<file path="config.mk">
export PLATFORM = sky130hd
export DESIGN_NAME = fsp_ctrl
export DESIGN_NICKNAME = d
export VERILOG_FILES = /design/src/hdl/fsp_pkg.sv /design/src/hdl/fsp_ctrl.sv
export VERILOG_INCLUDE_DIRS = /design/src /design/src/hdl
export SDC_FILE = /design/constraint.sdc
export NUM_CORES = 1
export LEC_CHECK = 0
export BUFFER_PORTS_ARGS = -buffer_cell sky130_fd_sc_hd__buf_2
export CORE_MARGIN = 5
export CORE_UTILIZATION = 45
export DETAILED_ROUTE_END_ITERATION = 10
export GPL_ROUTABILITY_DRIVEN = 1
export GPL_TIMING_DRIVEN = 0
export PLACE_DENSITY = 0.72
export SYNTH_ARGS = -nofsm -noshare
export SYNTH_HDL_FRONTEND = slang
export SYNTH_SLANG_ARGS = --single-unit
</file>
<file path="constraint.sdc">
create_clock -name clock_i -period 6.07 [get_ports clock_i]
set_clock_uncertainty 0.05 [all_clocks]
set_input_delay 1.214 -clock clock_i [delete_from_list [all_inputs] [get_ports clock_i]]
set_output_delay 1.214 -clock clock_i [all_outputs]
set_load 0.02 [all_outputs]
</file>
<file path="src/hdl/fsp_regs.svh">
// Purpose: Register selects, field positions, reset values and timing for the
//          flash self-program control block
// Assumes: Core clock of 50 MHz
// Notes:   Definitions only
`ifndef FSP_REGS_SVH
`define FSP_REGS_SVH

// ----------------------------------------------------------------------
// Register selects on the core's special function port
// ----------------------------------------------------------------------
`define FSP_SEL_CTRL    3'h0
`define FSP_SEL_UNLOCK  3'h1
`define FSP_SEL_LATCH   3'h2
`define FSP_SEL_PTR_U   3'h3
`define FSP_SEL_PTR_H   3'h4
`define FSP_SEL_PTR_L   3'h5

// ----------------------------------------------------------------------
// Control register field positions
// ----------------------------------------------------------------------
`define FSP_BIT_PGD     7
`define FSP_BIT_CFG_SEL 6
`define FSP_BIT_FREE    4
`define FSP_BIT_ERR     3
`define FSP_BIT_ALLOW   2
`define FSP_BIT_WR      1
`define FSP_BIT_RD      0

// ----------------------------------------------------------------------
// Unlock keys, reset values and timing
// ----------------------------------------------------------------------
`define FSP_KEY_FIRST   8'h55
`define FSP_KEY_SECOND  8'hAA
`define FSP_RST_BYTE    8'h00
`define FSP_RST_PTR     22'h000000
`define FSP_HOLD_BYTES  8
`define FSP_PROG_TIME_US 2000
`define FSP_CLK_MHZ     50

`endif

</file>
<file path="src/hdl/fsp_pkg.sv">
// Purpose: Types shared by the flash self-program control block
// Assumes: Constants come from fsp_regs.svh
// Notes:   Carriers are packed structs
package fsp_pkg;

	// ------------------------------------------------------------------
	// Table pointer update modes
	// ------------------------------------------------------------------
	typedef enum logic [1:0] {
		FSP_TBL_KEEP,
		FSP_TBL_POSTINC,
		FSP_TBL_POSTDEC,
		FSP_TBL_PREINC
	} fsp_tbl_mode_t;

	// ------------------------------------------------------------------
	// Carriers
	// ------------------------------------------------------------------
	typedef struct packed {
		logic       wr;
		logic       rd;
		logic [2:0] sel;
		logic [7:0] data;
	} fsp_reg_req_t;

	typedef struct packed {
		logic          go;
		logic          write;
		fsp_tbl_mode_t mode;
	} fsp_tbl_req_t;

	typedef struct packed {
		logic prog;
		logic erase;
		logic ee_write;
		logic cfg_write;
		logic ee_read;
	} fsp_nvm_cmd_t;

	typedef struct packed {
		logic pgd;
		logic cfg_sel;
		logic free;
		logic err;
		logic allow;
		logic wr;
		logic rd;
	} fsp_ctrl_t;

	typedef enum logic [1:0] {
		FSP_UNL_IDLE,
		FSP_UNL_STEP,
		FSP_UNL_ARMED
	} fsp_unlock_t;

endpackage : fsp_pkg

</file>
<file path="src/hdl/fsp_ctrl.sv">
// Purpose: Table read/write, holding registers, control and unlock logic for
//          program flash self-programming and data EEPROM starts
// Assumes: Flash array returns flash_rdata_i combinationally for flash_addr_o
// Notes:   por_n_i alone clears the error flag and the space selects
`timescale 1ns/1ns
`include "fsp_regs.svh"

// What this block does
// - Reads one byte per operation, programs eight-byte blocks, erases 64-byte rows.
// - No bulk erase is reachable; only the row erase exists.
// - Fetch stalls during program or erase until the internal timer ends it.
// - Any byte value is accepted for programming; invalid opcodes execute as no-op.
// - Sixteen-bit flash and eight-bit RAM exchange bytes through the table latch.
// - Table writes fill holding registers; committing to flash is a separate start.
// - Table operations use any byte address, no word alignment needed.
// - The unlock register stores nothing and always reads zero.
// - Control bit 7 chooses flash (1) or data EEPROM (0).
// - Control bit 6 set targets configuration registers regardless of bit 7.
// - Row-erase enable with bit 7 set and bit 6 clear makes the next trigger erase; it clears when erase completes.
// - Write enable clears at power-up; write cycles need it set.
// - Error flag shows premature end; space selects survive that error.
// - Error flag sets with the write trigger, clears on normal completion.
// - Write trigger is set-only by software, cleared by hardware at completion.
// - Completion sets the done interrupt flag; software clears it.
// - Read trigger starts a one-cycle EEPROM read, refused when bit 7 or 6 set.
// - Control bit 5 always reads zero.
// - The table latch is an eight-bit register holding the byte in transit.
// - The pointer is 22 bits from three bytes; top bit reaches configuration space.
// - Table ops keep, post-increment, post-decrement or pre-increment the low 21 bits.
// - Table read loads the addressed byte; pointer bit 0 picks the word half.
module fsp_ctrl #(
	parameter int unsigned PROG_CYCLES = `FSP_PROG_TIME_US * `FSP_CLK_MHZ
) (
	input  wire logic                 clock_i,       // Core clock, 50 MHz
	input  wire logic                 nrst_i,        // Device reset, active low
	input  wire logic                 por_n_i,       // Power-on reset, active low
	input  wire fsp_pkg::fsp_reg_req_t reg_i,        // Register access from core
	input  wire fsp_pkg::fsp_tbl_req_t tbl_i,        // Table operation from core
	input  wire logic                 irq_clear_i,   // Software clears done flag
	input  wire logic [15:0]          flash_rdata_i, // Word at flash_addr_o
	output logic [7:0]                reg_rdata_o,   // Register read data
	output logic [21:0]               flash_addr_o,  // Byte, block or row address
	output logic [63:0]               flash_wdata_o, // Holding registers
	output fsp_pkg::fsp_nvm_cmd_t     cmd_o,         // Array commands
	output logic                      fetch_stall_o, // Instruction fetch halted
	output logic                      tbl_busy_o,    // Table read in flight
	output logic                      done_irq_o     // Completion interrupt flag
);
	import fsp_pkg::*;

	typedef enum logic [1:0] {ST_IDLE, ST_TRD, ST_LONG} fsp_state_t;

	// ------------------------------------------------------------------
	// Pointer arithmetic on the low 21 bits only
	// ------------------------------------------------------------------
	function automatic logic [21:0] fsp_step(input logic [21:0] p, input logic up);
		logic [20:0] low;
		low = up ? p[20:0] + 21'h000001 : p[20:0] - 21'h000001;
		return {p[21], low};
	endfunction

	// ------------------------------------------------------------------
	// State
	// ------------------------------------------------------------------
	fsp_state_t          state;
	fsp_ctrl_t           ctl;
	logic                program_space_select;
	logic                config_space_select;
	logic                row_erase_enable;
	logic                program_error_flag;
	logic                program_cycle_allow;
	logic                write_trigger;
	logic                read_trigger;
	fsp_unlock_t         unl;
	logic [21:0]         ptr;
	logic [7:0]          latch;
	logic [7:0]          hold [`FSP_HOLD_BYTES];
	logic [16:0]         timer;

	// Control register view gathered from the flops of both reset domains
	assign ctl = '{pgd: program_space_select, cfg_sel: config_space_select,
	               free: row_erase_enable, err: program_error_flag,
	               allow: program_cycle_allow, wr: write_trigger, rd: read_trigger};

	// ------------------------------------------------------------------
	// Decode of register writes and table requests
	// ------------------------------------------------------------------
	wire logic        wr_ctrl   = reg_i.wr && reg_i.sel == `FSP_SEL_CTRL;
	wire logic        wr_unl    = reg_i.wr && reg_i.sel == `FSP_SEL_UNLOCK;
	wire logic        wr_latch  = reg_i.wr && reg_i.sel == `FSP_SEL_LATCH;
	wire logic        tbl_go    = tbl_i.go && state == ST_IDLE;
	wire logic        idle      = state == ST_IDLE;
	wire logic        start_req = wr_ctrl && reg_i.data[`FSP_BIT_WR] && !ctl.wr && idle;
	wire logic        start_ok  = start_req && ctl.allow && unl == FSP_UNL_ARMED;
	wire logic        rd_req    = wr_ctrl && reg_i.data[`FSP_BIT_RD] && idle;
	wire logic        rd_ok     = rd_req && !reg_i.data[`FSP_BIT_PGD]
	                            && !reg_i.data[`FSP_BIT_CFG_SEL];
	wire logic        timer_end = state == ST_LONG && timer == 17'h00000;
	wire logic [21:0] use_ptr   = tbl_i.mode == FSP_TBL_PREINC ? fsp_step(ptr, 1'b1) : ptr;
	wire logic        erase_sel = ctl.free && ctl.pgd && !ctl.cfg_sel;

	// Pointer value after the table operation
	logic [21:0] next_ptr;
	always_comb begin
		case (tbl_i.mode)
			FSP_TBL_POSTINC: next_ptr = fsp_step(ptr, 1'b1);
			FSP_TBL_POSTDEC: next_ptr = fsp_step(ptr, 1'b0);
			FSP_TBL_PREINC:  next_ptr = use_ptr;
			default:         next_ptr = ptr;
		endcase
	end

	// ------------------------------------------------------------------
	// Sequencer: table reads and the self-timed long cycle
	// ------------------------------------------------------------------
	always_ff @(posedge clock_i or negedge nrst_i) begin
		if (!nrst_i) begin
			state <= ST_IDLE;
			timer <= 17'h00000;
		end else begin
			case (state)
				ST_IDLE: begin
					if (start_ok) begin
						state <= ST_LONG;
						timer <= 17'(PROG_CYCLES - 1);
					end else if (tbl_go && !tbl_i.write) begin
						state <= ST_TRD;
					end
				end
				ST_TRD:  state <= ST_IDLE;
				ST_LONG: begin
					if (timer_end) begin
						state <= ST_IDLE;
					end else begin
						timer <= timer - 17'h00001;
					end
				end
				default: state <= ST_IDLE;
			endcase
		end
	end

	// Pointer, latch and holding registers; byte addresses need no alignment
	always_ff @(posedge clock_i or negedge nrst_i) begin
		if (!nrst_i) begin
			ptr   <= `FSP_RST_PTR;
			latch <= `FSP_RST_BYTE;
			for (int i = 0; i < `FSP_HOLD_BYTES; i++) begin
				hold[i] <= `FSP_RST_BYTE;
			end
		end else begin
			if (tbl_go) begin
				ptr <= next_ptr;
			end else if (reg_i.wr && reg_i.sel == `FSP_SEL_PTR_U) begin
				ptr[21:16] <= reg_i.data[5:0];
			end else if (reg_i.wr && reg_i.sel == `FSP_SEL_PTR_H) begin
				ptr[15:8] <= reg_i.data;
			end else if (reg_i.wr && reg_i.sel == `FSP_SEL_PTR_L) begin
				ptr[7:0] <= reg_i.data;
			end
			if (state == ST_TRD) begin
				latch <= flash_addr_o[0] ? flash_rdata_i[15:8]
				                         : flash_rdata_i[7:0];
			end else if (wr_latch) begin
				latch <= reg_i.data;
			end
			if (tbl_go && tbl_i.write) begin
				hold[use_ptr[2:0]] <= latch;
			end
		end
	end

	// Flash address and data; a row erase ignores the low six bits
	always_ff @(posedge clock_i or negedge nrst_i) begin
		if (!nrst_i) begin
			flash_addr_o  <= `FSP_RST_PTR;
			flash_wdata_o <= 64'h0000000000000000;
		end else if (tbl_go && !tbl_i.write) begin
			flash_addr_o <= use_ptr;
		end else if (start_ok) begin
			flash_addr_o  <= erase_sel ? {ptr[21:6], 6'h00}
			                           : {ptr[21:3], 3'h0};
			flash_wdata_o <= {hold[7], hold[6], hold[5], hold[4],
			                  hold[3], hold[2], hold[1], hold[0]};
		end
	end

	// ------------------------------------------------------------------
	// Unlock sequence tracker; the register itself holds no data
	// ------------------------------------------------------------------
	always_ff @(posedge clock_i or negedge nrst_i) begin
		if (!nrst_i) begin
			unl <= FSP_UNL_IDLE;
		end else if (wr_unl) begin
			if (reg_i.data == `FSP_KEY_FIRST) begin
				unl <= FSP_UNL_STEP;
			end else if (reg_i.data == `FSP_KEY_SECOND && unl == FSP_UNL_STEP) begin
				unl <= FSP_UNL_ARMED;
			end else begin
				unl <= FSP_UNL_IDLE;
			end
		end else if (reg_i.wr || tbl_i.go) begin
			unl <= FSP_UNL_IDLE;
		end
	end

	// ------------------------------------------------------------------
	// Control bits cleared by device reset
	// ------------------------------------------------------------------
	always_ff @(posedge clock_i or negedge nrst_i) begin
		if (!nrst_i) begin
			row_erase_enable    <= 1'b0;
			program_cycle_allow <= 1'b0;
			write_trigger       <= 1'b0;
			read_trigger        <= 1'b0;
		end else begin
			if (timer_end) begin
				write_trigger <= 1'b0;
				if (cmd_o.erase) begin
					row_erase_enable <= 1'b0;
				end
			end else if (wr_ctrl && idle) begin
				row_erase_enable    <= reg_i.data[`FSP_BIT_FREE];
				program_cycle_allow <= reg_i.data[`FSP_BIT_ALLOW];
				write_trigger       <= write_trigger | start_ok;
			end
			read_trigger <= rd_ok;
		end
	end

	// Error flag and space selects survive device reset for tracing
	always_ff @(posedge clock_i or negedge por_n_i) begin
		if (!por_n_i) begin
			program_error_flag   <= 1'b0;
			program_space_select <= 1'b0;
			config_space_select  <= 1'b0;
		end else begin
			if (start_req) begin
				program_error_flag <= 1'b1;
			end else if (timer_end) begin
				program_error_flag <= 1'b0;
			end else if (wr_ctrl && idle) begin
				program_error_flag <= reg_i.data[`FSP_BIT_ERR];
			end
			if (wr_ctrl && idle) begin
				program_space_select <= reg_i.data[`FSP_BIT_PGD];
				config_space_select  <= reg_i.data[`FSP_BIT_CFG_SEL];
			end
		end
	end

	// ------------------------------------------------------------------
	// Commands, status outputs and read data
	// ------------------------------------------------------------------
	always_ff @(posedge clock_i or negedge nrst_i) begin
		if (!nrst_i) begin
			cmd_o         <= '0;
			fetch_stall_o <= 1'b0;
			tbl_busy_o    <= 1'b0;
			done_irq_o    <= 1'b0;
			reg_rdata_o   <= `FSP_RST_BYTE;
		end else begin
			if (start_ok) begin
				cmd_o.cfg_write <= ctl.cfg_sel;
				cmd_o.prog      <= !ctl.cfg_sel && ctl.pgd && !ctl.free;
				cmd_o.erase     <= erase_sel;
				cmd_o.ee_write  <= !ctl.cfg_sel && !ctl.pgd;
			end else if (timer_end) begin
				cmd_o.cfg_write <= 1'b0;
				cmd_o.prog      <= 1'b0;
				cmd_o.erase     <= 1'b0;
				cmd_o.ee_write  <= 1'b0;
			end
			cmd_o.ee_read <= rd_ok;
			fetch_stall_o <= start_ok || (state == ST_LONG && !timer_end);
			tbl_busy_o    <= tbl_go && !tbl_i.write;
			done_irq_o    <= timer_end || (done_irq_o && !irq_clear_i);
			case (reg_i.sel)
				`FSP_SEL_CTRL:  reg_rdata_o <= {ctl.pgd, ctl.cfg_sel, 1'b0, ctl.free,
				                                ctl.err, ctl.allow, ctl.wr, ctl.rd};
				`FSP_SEL_LATCH: reg_rdata_o <= latch;
				`FSP_SEL_PTR_U: reg_rdata_o <= {2'b00, ptr[21:16]};
				`FSP_SEL_PTR_H: reg_rdata_o <= ptr[15:8];
				`FSP_SEL_PTR_L: reg_rdata_o <= ptr[7:0];
				default:        reg_rdata_o <= `FSP_RST_BYTE;
			endcase
		end
	end

	// ------------------------------------------------------------------
	// Checks
	// ------------------------------------------------------------------
	chk_unlock_reads_zero: assert property (@(posedge clock_i) disable iff (!nrst_i)
		reg_i.rd && reg_i.sel == `FSP_SEL_UNLOCK |=> reg_rdata_o == 8'h00)
		else $error("unlock register read nonzero");

	chk_bit5_zero: assert property (@(posedge clock_i) disable iff (!nrst_i)
		reg_i.rd && reg_i.sel == `FSP_SEL_CTRL |=> !reg_rdata_o[5])
		else $error("control bit 5 read as one");

	chk_stall_span: assert property (@(posedge clock_i) disable iff (!nrst_i)
		start_ok |=> fetch_stall_o [*8])
		else $error("fetch not stalled after start");

	chk_locked_trigger: assert property (@(posedge clock_i) disable iff (!nrst_i)
		start_req && unl != FSP_UNL_ARMED |=> !fetch_stall_o && !ctl.wr)
		else $error("trigger accepted without unlock");

	chk_err_on_start: assert property (@(posedge clock_i) disable iff (!nrst_i)
		$rose(fetch_stall_o) |-> ctl.err && ctl.wr)
		else $error("error flag not set at cycle start");

	chk_done_clears: assert property (@(posedge clock_i) disable iff (!nrst_i)
		timer_end |=> !ctl.wr && !ctl.err && done_irq_o && !fetch_stall_o
		&& !(ctl.free && $past(cmd_o.erase)))
		else $error("completion did not clear trigger");

	chk_rd_refused: assert property (@(posedge clock_i) disable iff (!nrst_i)
		rd_req && (reg_i.data[`FSP_BIT_PGD] || reg_i.data[`FSP_BIT_CFG_SEL])
		|=> !cmd_o.ee_read && !ctl.rd)
		else $error("read trigger set with flash or config selected");

	chk_ptr_top_kept: assert property (@(posedge clock_i) disable iff (!nrst_i)
		tbl_go |=> ptr[21] == $past(ptr[21]))
		else $error("table op changed pointer top bit");

endmodule // fsp_ctrl

</file>
# Yosys cells after proc, flatten, opt, wreduce, memory -nomap -nowiden
# Index checks and enable logic that the tools add are counted.
[word_totals]
output_inout_bits = 102
ff_bits = 223
inputBits = 37
[classes]
n_addsub = 3
n_mux = 39
n_eq_ne = 25
reduce_logical = 63
bitwise_logic = 4
order_cmp = 2
[op_table]
columns = ["operator", "n"]
rows = [
  ["22-bit two-way mux", 3],
  ["22-bit one-hot mux with 3 select lines", 1],
  ["64-bit bitwise mux", 1],
  ["8-bit two-way mux", 7],
  ["8-bit one-hot mux with 5 select lines", 1],
  ["17-bit two-way mux", 2],
  ["17-bit one-hot mux with 2 select lines", 1],
  ["1-bit logical AND", 29],
  ["8-bit demux with 3-bit select", 1],
  ["21-bit by 1-bit adder with 21-bit output (second input constant)", 1],
  ["21-bit two-way mux", 1],
  ["21-bit by 1-bit subtractor with 21-bit output (second input constant)", 1],
  ["2-bit nonzero test", 9],
  ["17-bit logical NOT", 1],
  ["17-bit by 1-bit subtractor with 17-bit output (second input constant)", 1],
  ["16-bit two-way mux", 1],
  ["2-bit two-way mux", 7],
  ["2-bit inequality test (second input constant)", 7],
  ["6-bit two-way mux", 2],
  ["2-bit AND reduction", 5],
  ["1-bit logical NOT", 9],
  ["2-bit == test (second input constant)", 4],
  ["8-bit by 7-bit == test with 1-bit output (second input constant)", 1],
  ["8-bit == test (second input constant)", 1],
  ["21 further kinds", 39],
]

# Depth between registers and ports, before layout
# Gate-level depths: netlist of run 1.
[depth]
depth_word = 10
ltp_mapped = 9
depth_no_buf = 7

# Least setup slack after synthesis of run 1
# OpenSTA, ideal clock, no wires.
[synth_path]
path_kind = "input to register"
start = "in tbl_i[2] (netlist bit)"
end = "reg flash_addr_o[5]"
setup_time_ns = 0.126
cell_stages = 6
slack_ns = 3.165
t_arrival_ns = 2.729
cell_sequence = "buf_2 -> or4b_1 -> buf_2 -> mux2_4 -> a22o_1 -> a221o_1"
[synth_between]
elab_chain_len = 3
[synth_rtl]
columns = ["item", "line", "text"]
rows = [
  ["start, declared", "fsp_ctrl.sv:38", "input wire fsp_pkg::fsp_tbl_req_t tbl_i,"],
  ["1-bit logical NOT *", "fsp_ctrl.sv:178", "end else if (tbl_go && !tbl_i.write) begin"],
  ["1-bit logical AND *", "fsp_ctrl.sv:178", ""],
  ["22-bit two-way mux or 2-bit nonzero test (tied branches)", "--", ""],
  ["end signal, assigned", "fsp_ctrl.sv:176", "flash_addr_o <= `FSP_RST_PTR;"],
  ["end signal, assigned", "fsp_ctrl.sv:179", "flash_addr_o <= use_ptr;"],
  ["end signal, assigned", "fsp_ctrl.sv:181", "flash_addr_o <= erase_sel ? {ptr[21:6], 6'h00}"],
  ["end, declared", "fsp_ctrl.sv:42", "output logic [21:0] flash_addr_o,"],
]
# Every way passes the cells marked *; elsewhere a longest branch is shown, timed or not.
# A chain may end at the register's enable or synchronous reset.

# Worst setup path after layout of run 1
[layout_path]
start = "in reg_i[8] (netlist bit)"
end = "reg flash_addr_o[17]"
[layout_between]
elab_chain_len = 8
[layout_rtl]
columns = ["item", "line", "text"]
rows = [
  ["start, declared", "fsp_ctrl.sv:37", "input wire fsp_pkg::fsp_reg_req_t reg_i,"],
  ["3-bit logical NOT", "--", ""],
  ["1-bit logical AND (no line)", "--", ""],
  ["1-bit logical AND (3 in a row)", "fsp_ctrl.sv:93", "wire logic start_req = wr_ctrl && reg_i.data[`FSP_BIT_WR] && !ctl.wr && idle;"],
  ["1-bit logical AND (2 in a row)", "fsp_ctrl.sv:94", "wire logic start_ok = start_req && ctl.allow && unl == FSP_UNL_ARMED;"],
  ["2-bit nonzero test (no line)", "--", ""],
]
# Every way passes these cells.

==> summary.log, run 1 <==
[yosys] count of yosys warnings during synthesis 0
[yosys] Seq/Total Area, Yosys 51.9%
[power] power per cell area 370 nW/um2
[grt] global-route congestion overflow total 0
[routing] number of vias in the routed layout 8885
[clocking] post-cts resize count 0
[final_layout] layout cell share with drive strength beyond 1 23.9%
[yosys] Synth Register Bits 223
[sta] FMAX 0.312 GHz
[clocking] clock root buffer clkbuf_16
[clocking] Post-CTS Hold Buffers 0
[sta] count of final setup violators 0
[hold_path] Worst Hold Class reg2reg
[clocking] clock edge transition at the registers on the reported setup and hold paths 60 ps
[floorplan] Initial Utilization 45.8%
[sta] worst slack on hold paths 398 ps
[setup_path] chain of cells forming the critical path clkbuf_1, nor4_1, nand4_1, nor2_1, buf_2, o21ai_0, o311ai_1
[floorplan] area of the die 27100 um2
[yosys] number of nets produced by synthesis 1129
[floorplan] die width 165 um
[yosys] Primary FF master, synth dfrtp_1
[yosys] post-synthesis cell type count 79
[clocking] Sinks on Clock Net 223
[sta] relative slew slack 51.3%
[sta] Final Cycle Share 52.9%
[job] max_cap viols 0
[clocking] TritonCTS buffer count 24
[setup_path] worst setup path category in2reg
[sta] min cycle time layout 3210 ps
[place] DP HPWL 22.7 mm
[final_layout] Post-layout nets 1291
[setup_path] critical path data arrival time 3570 ps
[floorplan] FP Rows 56
[setup_path] slowest library cell on the worst path nor2_1
[sta] unrepaired setup endpoints after global routing false
[yosys] Avg Cell Area, Syn 9.87 um2
[setup_path] type of destination of the critical path flop
[yosys] number of flops mapped to enable cells by yosys 0
[routing] final WL 31.0 mm
[floorplan] placeable core region 23500 um2
[clocking] largest buffer count on any clock path 3
[grt] Total Routing Usage GR 22.9%
[sta] pin slew with the least headroom to its limit 728 ps
[grt] number of global-route vias before repair 8906
[routing] Iteration-0 DRC Markers 892
[setup_path] maximum fanout count along the critical path 10
[run_status] status completed
[power] Leak Pwr 6.12 nW
[sta] number of failing hold endpoints at the final stage 0
[yosys] Cell Area, Synth 10800 um2
[grt] number of antenna violations at the first check in global routing 2
[setup_path] largest stage delay on the critical path 680 ps
[place] Placer Congestion 0.945
[setup_path] worst endpoint required time 6430 ps
[routing] DR WL/cell 19.5 um
[clocking] total number of H-tree levels 1
[place] standard cell area after detailed placement 11900 um2
[sta] Final Slew Violations 0
[final_layout] synthesis-to-finish area growth 17.4%
[setup_path] Critical Path Source Type primary input
[clocking] CTS tree built
[yosys] number of instances in the synthesized netlist 1089
[grt] pin count of the biggest net entering global routing 85
[final_layout] Post-Layout Inst Area 12600 um2
[floorplan] top-level port count 139
[floorplan] Die Height 165 um
[power] Worst IR Drop VDD 193 uV
[routing] Post-route DRC 0
[routing] Routed Antenna Nets 0
[grt] first-pass GRT wire length 48.9 mm
[place] number of port buffers 134
[routing] first-pass iteration count of the detailed router 5
[yosys] share of synthesized flip-flops with an asynchronous set or reset 100%
[routing] drt via density 5.61
[clocking] buffer count from post-CTS setup fixing 0
[clocking] clock insertion delay at the later pin of the skew report 530 ps
worst max-delay path, delay by kind of cell:
family | cells | cell delay (ps)
buf+inv | 2 | 550
compound gates | 2 | 250
simple gates | 3 | 1540
sequential cells by signal, indices dropped and copies added, names as in the netlist, 2 cells and up:
| register | flops |
|---|---|
| flash_wdata_o | 64 |
| hold | 64 |
| flash_addr_o | 22 |
| ptr | 22 |
| timer | 17 |
| latch | 8 |
| reg_rdata_o | 8 |
| cmd_o | 5 |
| state | 2 |
| unl | 2 |
power breakdown:
part	leakage, nW	switching (mW)	internal (mW)
Combinational	2.87	0.746	0.497
Sequential	2.88	0.222	1.83
Clock	0.369	0.595	0.784
Yosys cell counts, types with 9 or more instances:
master / n / area share, %
xor2_1: 9 / 0.73
nor2_1: 46 / 1.6
and2_1: 11 / 0.64
inv_1: 13 / 0.45
nand2b_1: 9 / 0.52
clkbuf_1: 41 / 1.4
nor3_1: 23 / 1.1
dfrtp_1: 223 / 52
mux2_2: 71 / 7.4
mux2i_1: 25 / 2.3
o22ai_1: 14 / 0.81
nand2_1: 291 / 10
nand3_1: 25 / 1.2
buf_2: 21 / 0.98
o21ai_0: 48 / 2.2
nor4_1: 9 / 0.52
nand4_1: 16 / 0.93
a31oi_1: 12 / 0.70
a21oi_1: 19 / 0.88
a22oi_1: 10 / 0.70
placed cells by master, fill, tap and decap left out, drive strengths merged, types with 11 or more instances in the layout:
master and n:
nand2 291, dfrtp 223, buf 165, clkbuf 78, mux2 72, o21ai 48
nor2 47, mux2i 25, nand3 25, nor3 23, a21oi 19, nand4 19
inv 15, o22ai 14, a31oi 12, nor4 12, and2 11
logic make-up after synthesis:
| family | synth area share [%] |
|---|---|
| simple gates | 22.1 |
| mux | 9.90 |
| compound gates | 10.6 |
| xor+xnor | 1.40 |
| flops | 51.9 |
| buf+inv | 3.76 |
| fa+ha+maj | 0.349 |
through the flow:
stage / util (%) / setup TNS, ps / std cells / setup WS, ps / total power [mW]
floorplan: - / 0 / 1089 / 3160 / 2.85
CTS: 53.8 / 0 / 1584 / 2900 / 4.69
global placement: 50.4 / -8.71 / 1542 / -1.17 / 3.26
global route: 53.8 / 0 / 1585 / 2700 / 4.91
finish: 53.8 / 0 / 1585 / 2860 / 4.67
detailed placement: 50.6 / 0 / 1544 / 2380 / 3.30
cell type report:
type,instances,area (um2)
Multi-Input combinational cell,774,4770
Antenna cell,1,2.50
Fill cell,2136,10800
Clock buffer,29,629
Clock inverter,11,109
Tap cell,319,399
Timing Repair Buffer,136,736
Sequential cell,223,5580
Buffer,78,352
Inverter,14,52.6
worst paths after layout:
| check | from | end | slack (ps) | cells past startpoint |
|---|---|---|---|---|
| setup / recovery | reg_i[8] | flash_addr_o[17] | 2860 | 7 |
| hold / removal | hold[26] | flash_wdata_o[34] | 400 | 2 |
| setup reg to reg | ptr[0] | hold[1] | 3070 | 8 |
| hold reg to reg | hold[26] | flash_wdata_o[34] | 400 | 2 |
| max in group asynchronous | nrst_i | ptr[9] | 4260 | 3 |
| min in group asynchronous | por_n_i | config_space_select | 420 | 1 |
routing by layer:
metal  share of wire, %  track usage, %
met5              0.023               0
met4                2.7            6.47
met3                6.9            3.57
met2                 47            38.2
met1                 44            31.2
Power figures use the tool's default switching activity.
==> run 2: changes to the inputs <==
--- a/config.mk
+++ b/config.mk
@@ -12,7 +12,7 @@
 export DETAILED_ROUTE_END_ITERATION = 10
 export GPL_ROUTABILITY_DRIVEN = 1
 export GPL_TIMING_DRIVEN = 0
-export PLACE_DENSITY = 0.72
+export PLACE_DENSITY = 0.74
 export SYNTH_ARGS = -nofsm -noshare
 export SYNTH_HDL_FRONTEND = slang
 export SYNTH_SLANG_ARGS = --single-unit
==> constraint.sdc (replaced) <==
create_clock -name clock_i -period 2.8 [get_ports clock_i]
set_clock_uncertainty 0.05 [all_clocks]
set_input_delay 0.56 -clock clock_i [delete_from_list [all_inputs] [get_ports clock_i]]
set_output_delay 0.56 -clock clock_i [all_outputs]
set_load 0.02 [all_outputs]
==> run 2 against run 1 <==
Against the previous run:
- wire length is 0.47% lower
- setup slack worse by 2800 ps
- sequential cell count stayed put
- critical path depth is 2 higher
- combinational power is 120% higher
- first-iteration DRC count is 2.2% lower
- sequential power is 120% higher
- register-to-register slack worse by 3000 ps
- cell count is 0.69% higher
==> summary.log, run 2 (synthesized netlist as in run 1, its figures left out) <==
[place] number of port buffers 134
[place] standard cell area after detailed placement 11900 um2
[setup_path] Critical Path Source Type flop
[routing] Post-route DRC 0
[clocking] clock insertion delay at the later pin of the skew report 530 ps
[grt] first-pass GRT wire length 48.6 mm
[clocking] Sinks on Clock Net 223
[routing] Iteration-0 DRC Markers 872
[final_layout] most common cell after layout, fill and taps aside nand2_1
[floorplan] die width 165 um
[sta] Final Slew Violations 0
[setup_path] maximum fanout count along the critical path 10
[hold_path] Worst Hold Class in2async
[power] Leak Pwr 6.20 nW
[setup_path] type of destination of the critical path flop
[setup_path] critical path data arrival time 3050 ps
[routing] DR WL/cell 19.3 um
[floorplan] area of the die 27100 um2
[sta] min cycle time layout 2690 ps
[grt] global-route congestion overflow total 0
[routing] drt via density 5.66
[grt] pin count of the biggest net entering global routing 119
[setup_path] number of cells on the worst reg-to-reg path 9
[routing] number of vias in the routed layout 9039
[setup_path] worst endpoint required time 3160 ps
[floorplan] Initial Utilization 45.8%
[setup_path] endpoint of the most critical register-to-register path hold[2]
[sta] number of failing hold endpoints at the final stage 0
[sta] Final Cycle Share 96.2%
[power] Worst IR Drop VDD 450 uV
[final_layout] Post-Layout Inst Area 12800 um2
[routing] first-pass iteration count of the detailed router 5
[setup_path] critical path startpoint ptr[0]
[floorplan] placeable core region 23500 um2
[grt] Total Routing Usage GR 22.8%
[final_layout] layout cell share with drive strength beyond 1 24.3%
[clocking] clock edge transition at the registers on the reported setup and hold paths 60 ps
[place] DP HPWL 22.2 mm
[setup_path] end point of the critical path hold[2]
[final_layout] most used cells in the layout excluding fill and tap cells 291 x nand2_1, 223 x dfrtp_1, 154 x buf_2
[sta] FMAX 0.371 GHz
[routing] final WL 30.8 mm
[setup_path] worst setup path category reg2reg
[clocking] TritonCTS buffer count 25
[setup_path] R2R Path Start ptr[0]
[place] Placer Congestion 0.961
[floorplan] FP Rows 56
[clocking] clock root buffer clkbuf_16
[clocking] total number of H-tree levels 1
[final_layout] utilization after layout 54.6%
[final_layout] Largest regs flash_wdata_o: 64 flops, hold: 64 flops
[power] power per cell area 823 nW/um2
[grt] number of antenna violations at the first check in global routing 2
[final_layout] synthesis-to-finish area growth 19.3%
[routing] Routed Antenna Nets 0
[final_layout] Post-layout nets 1296
[setup_path] setup slack of the worst register-to-register path 110 ps
[job] max_cap viols 0
[floorplan] top-level port count 139
[sta] relative slew slack 46.3%
[sta] count of final setup violators 0
[floorplan] Die Height 165 um
[run_status] status completed
[sta] pin slew with the least headroom to its limit 805 ps
[sta] unrepaired setup endpoints after global routing false
[clocking] largest buffer count on any clock path 3
[clocking] CTS tree built
[grt] number of global-route vias before repair 8696
==> run 2: cell count changes in the layout (fill, tap and decap cells not counted), sizes merged <==
cell | before | now
inv | 15 | 16
clkinv | 9 | 6
diode | 1 | 2
dlygate4sd3 | 0 | 1
bufinv | 1 | 4
clkbuf | 78 | 83
buf | 165 | 168
==> run 2: per-stage QoR <==
step	hold WS, ps	power, mW	instances	worst slack [ps]	setup TNS (ps)
2_1_floorplan	214	6.18	1089	451	0
3_3_place_gp	311	7.02	1542	-2640	-580690
3_5_place_dp	313	7.12	1543	-191	-3220
4_1_cts	44.3	10.6	1590	9.33	0
5_1_grt	72.8	11.1	1596	12.8	0
6_report	0.971	10.6	1596	106	0
==> run 2: how the worst min path moves through the flow <==
stage	from	to	slack [ps]	depth (start not counted)
floorplan	nrst_i	cmd_o[0]	210	0
global placement	por_n_i	config_space_select	310	1
detailed placement	por_n_i	config_space_select	310	1
CTS	nrst_i	flash_wdata_o[62]	40	1
global route	nrst_i	flash_wdata_o[62]	70	1
finish	nrst_i	flash_wdata_o[5]	1	1
==> run 2: area by class of cell <==
class	count	area, um2
Sequential cell	223	5580
Buffer	78	352
Antenna cell	2	5.00
Clock buffer	34	689
Fill cell	2109	10600
Clock inverter	12	179
Tap cell	319	399
Timing Repair Buffer	140	798
Multi-Input combinational cell	774	4770
Inverter	14	52.6
==> run 2: what timing repair did <==
item / 4_1_cts / 5_1_grt
buffers inserted: 0 / 4
endpoints found under the setup margin: 0 / 51
hold buffers: 1 / 0
endpoints found under the hold margin: 3 / 0
resized for setup: 0 / 1
==> run 2: per-layer routing <==
layer  up-vias  routed length, um  GRT usage (%)
met5         -                  0              0
met4         0               1040           7.33
met3        72               2410           3.52
met2       395              14500           37.1
met1      4399              12800           31.4
li1       4173                  -              -
==> run 2: where the power goes <==
part | total (mW) | switching (mW) | internal, mW
Combinational | 2.69 | 1.60 | 1.09
Clock | 3.44 | 1.33 | 2.11
Sequential | 4.42 | 0.468 | 3.96
==> run 2: worst max-delay path, cell delays in order (launching register included) <==
cell,delay [ps]
dfrtp_1,370
buf_6,130
clkbuf_1,340
inv_1,80
ha_1,390
nand2_1,100
o21ai_0,330
nor3b_4,290
buf_12,160
mux2_2,330
==> run 3: changes to the inputs <==
--- a/config.mk
+++ b/config.mk
@@ -6,7 +6,7 @@
 export SDC_FILE = /design/constraint.sdc
 export NUM_CORES = 1
 export LEC_CHECK = 0
-export BUFFER_PORTS_ARGS = -buffer_cell sky130_fd_sc_hd__buf_2
+export BUFFER_PORTS_ARGS = -buffer_cell sky130_fd_sc_hd__buf_4
 export CORE_MARGIN = 5
 export CORE_UTILIZATION = 45
 export DETAILED_ROUTE_END_ITERATION = 10
==> constraint.sdc (replaced) <==
create_clock -name clock_i -period 2.8 [get_ports clock_i]
set_clock_uncertainty 0.05 [all_clocks]
set_input_delay 0.28 -clock clock_i [delete_from_list [all_inputs] [get_ports clock_i]]
set_output_delay 0.28 -clock clock_i [all_outputs]
set_load 0.02 [all_outputs]
==> run 3 against run 2 <==
Against the previous run:
- cell count grew 0.13%
- sequential cell count is the same
- sequential share of layout area shrank 1.2 points
- power grew 0.97%
- global-route usage grew 0.17 points
- fmax shrank 1.8%
- first-iteration DRC count grew 2.3%
- non-clock buffer count grew 5
- critical endpoint is now flash_addr_o[17]
- largest cell class unchanged
==> summary.log, run 3 (synthesized netlist as in run 1, its figures left out) <==
[setup_path] Critical Path Source Type flop
[power] total power draw 10.7 mW
[power] fraction of power spent switching nets 32.1%
[setup_path] critical path data arrival time 3100 ps
[final_layout] most used cells in the layout excluding fill and tap cells 291 x nand2_1, 223 x dfrtp_1, 135 x buf_4
[setup_path] chain of cells forming the critical path nor4_1, nand4_1, nor2_2, buf_2, o21ai_0, o311ai_1
[setup_path] worst endpoint required time 3160 ps
[clocking] clock edge transition at the registers on the reported setup and hold paths 60 ps
[routing] Post-route DRC 0
[floorplan] Initial Utilization 45.8%
[power] Worst IR Drop VDD 411 uV
[job] max_cap viols 0
[clocking] clock insertion delay at the later pin of the skew report 530 ps
[clocking] CTS tree built
[final_layout] utilization after layout 56.2%
[grt] number of antenna violations at the first check in global routing 2
[clocking] largest buffer count on any clock path 3
[sta] least setup slack across all paths after layout 57.2 ps
[sta] number of failing hold endpoints at the final stage 0
[sta] unrepaired setup endpoints after global routing false
[final_layout] Largest regs flash_wdata_o: 64 flops, hold: 64 flops
[sta] relative slew slack 44.5%
[setup_path] CP top delay family simple AND/OR/NAND/NOR gates
[sta] count of final setup violators 0
[routing] final WL 31.0 mm
[power] share of total power in sequential cells 41.6%
[power] total internal power 7.23 mW
[place] number of port buffers 134
[clocking] TritonCTS buffer count 24
[power] switching component of the power 3.42 mW
[place] DP HPWL 22.3 mm
[routing] number of vias in the routed layout 8957
[sta] Final Slew Violations 0
[floorplan] Die Height 165 um
[hold_path] Worst Hold Class in2reg
[final_layout] synthesis-to-finish area growth 22.8%
[sta] FMAX 0.365 GHz
[grt] global-route congestion overflow total 0
[grt] pin count of the biggest net entering global routing 119
[place] worst setup timing slack at the placement stage -55.3 ps
[floorplan] die width 165 um
[routing] Routed Antenna Nets 0
[setup_path] type of destination of the critical path flop
[clocking] clock root buffer clkbuf_16
[sta] accumulated negative setup slack 0 ps
[sta] pin slew with the least headroom to its limit 826 ps
[routing] drt via density 5.61
[sta] worst slack on hold paths 18.7 ps
[final_layout] Post-layout nets 1300
[clocking] total number of H-tree levels 1
[final_layout] layout cell share with drive strength beyond 1 24.3%
[sta] Final Cycle Share 98.0%
[grt] number of global-route vias before repair 8875
[setup_path] buffers and inverters on the worst path 1
[floorplan] area of the die 27100 um2
[run_status] status completed
[routing] Iteration-0 DRC Markers 892
[setup_path] slowest library cell on the worst path nor2_2
[sta] min cycle time layout 2740 ps
[power] power per cell area 807 nW/um2
[setup_path] maximum fanout count along the critical path 10
[power] part of the total power dissipated in the clock network 32.2%
[floorplan] FP Rows 56
[grt] first-pass GRT wire length 49.2 mm
[final_layout] most common cell after layout, fill and taps aside nand2_1
[setup_path] largest stage delay on the critical path 560 ps
[power] part of the power in combinational logic 26.2%
[floorplan] top-level port count 139
[setup_path] worst setup path category reg2reg
[routing] DR WL/cell 19.4 um
[clocking] Sinks on Clock Net 223
[floorplan] placeable core region 23500 um2
[place] Placer Congestion 0.948
[grt] Total Routing Usage GR 22.9%
[power] Leak Pwr 6.25 nW
[routing] first-pass iteration count of the detailed router 5
==> run 3: changes by cell type in the layout (fill, tap and decap cells not counted) <==
| cell | delta |
|---|---|
| clkinv_16 | +1 |
| dlygate4sd3_1 | +6 |
| clkbuf_2 | +1 |
| clkbuf_1 | -4 |
| buf_12 | -1 |
| inv_16 | -1 |
| clkbuf_8 | +2 |
| clkbuf_16 | -1 |
| clkinvlp_4 | +2 |
| buf_4 | +133 |
| buf_2 | -133 |
| clkinv_2 | -3 |
==> run 3: final cells by class <==
cell class / count / area [um2]
clock inverter: 11 / 189
timing repair buffer: 145 / 1170
tap: 319 / 399
sequential: 223 / 5580
multi-input combinational: 774 / 4770
buffer: 78 / 353
antenna: 2 / 5.00
fill: 2034 / 10300
inverter: 14 / 52.6
clock buffer: 32 / 681
==> run 3: power groups by stage <==
stage               sequential, mW  combinational, mW  clock (mW)
global placement              4.45               2.70           0
floorplan                     4.52               1.67           0
global route                  4.52               3.03        3.62
detailed placement            4.48               2.75           0
CTS                           4.43               2.78        3.47
finish                        4.44               2.79        3.43
==> run 3: timing repair <==
| item | in CTS | in global routing |
|---|---|---|
| hold endpoints to repair | 109 | 0 |
| gates resized for setup | 1 | 2 |
| buffers inserted | 1 | 2 |
| setup endpoints to repair | 3 | 19 |
| hold buffers | 7 | 0 |
| gates cloned | 0 | 0 |
==> run 3: final timing paths <==
check	startpoint	endpoint	slack (ps)	depth (start not counted)
hold reg to reg	hold[27]	flash_wdata_o[35]	410	2
setup reg to reg	state[1]	flash_addr_o[17]	60	6
hold / removal	reg_i[5]	ptr[21]	20	3
max in group asynchronous	nrst_i	flash_addr_o[17]	1310	3
setup / recovery	state[1]	flash_addr_o[17]	60	6
min in group asynchronous	por_n_i	program_space_select	30	2
==> run 3: layer usage <==
| layer | vias up | part of all wire, % | track usage [%] | wire length, um |
|---|---|---|---|---|
| met5 | - | 0 | 0 | 0 |
| met4 | 0 | 3.0 | 7.98 | 932 |
| met3 | 68 | 7.4 | 4.22 | 2290 |
| met2 | 371 | 47 | 36.9 | 14500 |
| met1 | 4346 | 43 | 31.4 | 13300 |
| li1 | 4172 | - | - | - |
==> run 3: worst register-to-register path, stage by stage, from the launching register on <==
cell and delay [ps]:
dfrtp_1 450, nor4_1 450, nand4_1 500, nor2_2 560, buf_2 340, o21ai_0 130, o311ai_1 140
==> run 3: per-stage QoR <==
step	std cells	area, um2
after CTS	1594	13200
after detailed placement	1543	12200
final	1598	13200
after global placement	1542	12200
after global routing	1598	13200
after floorplan	1089	10800
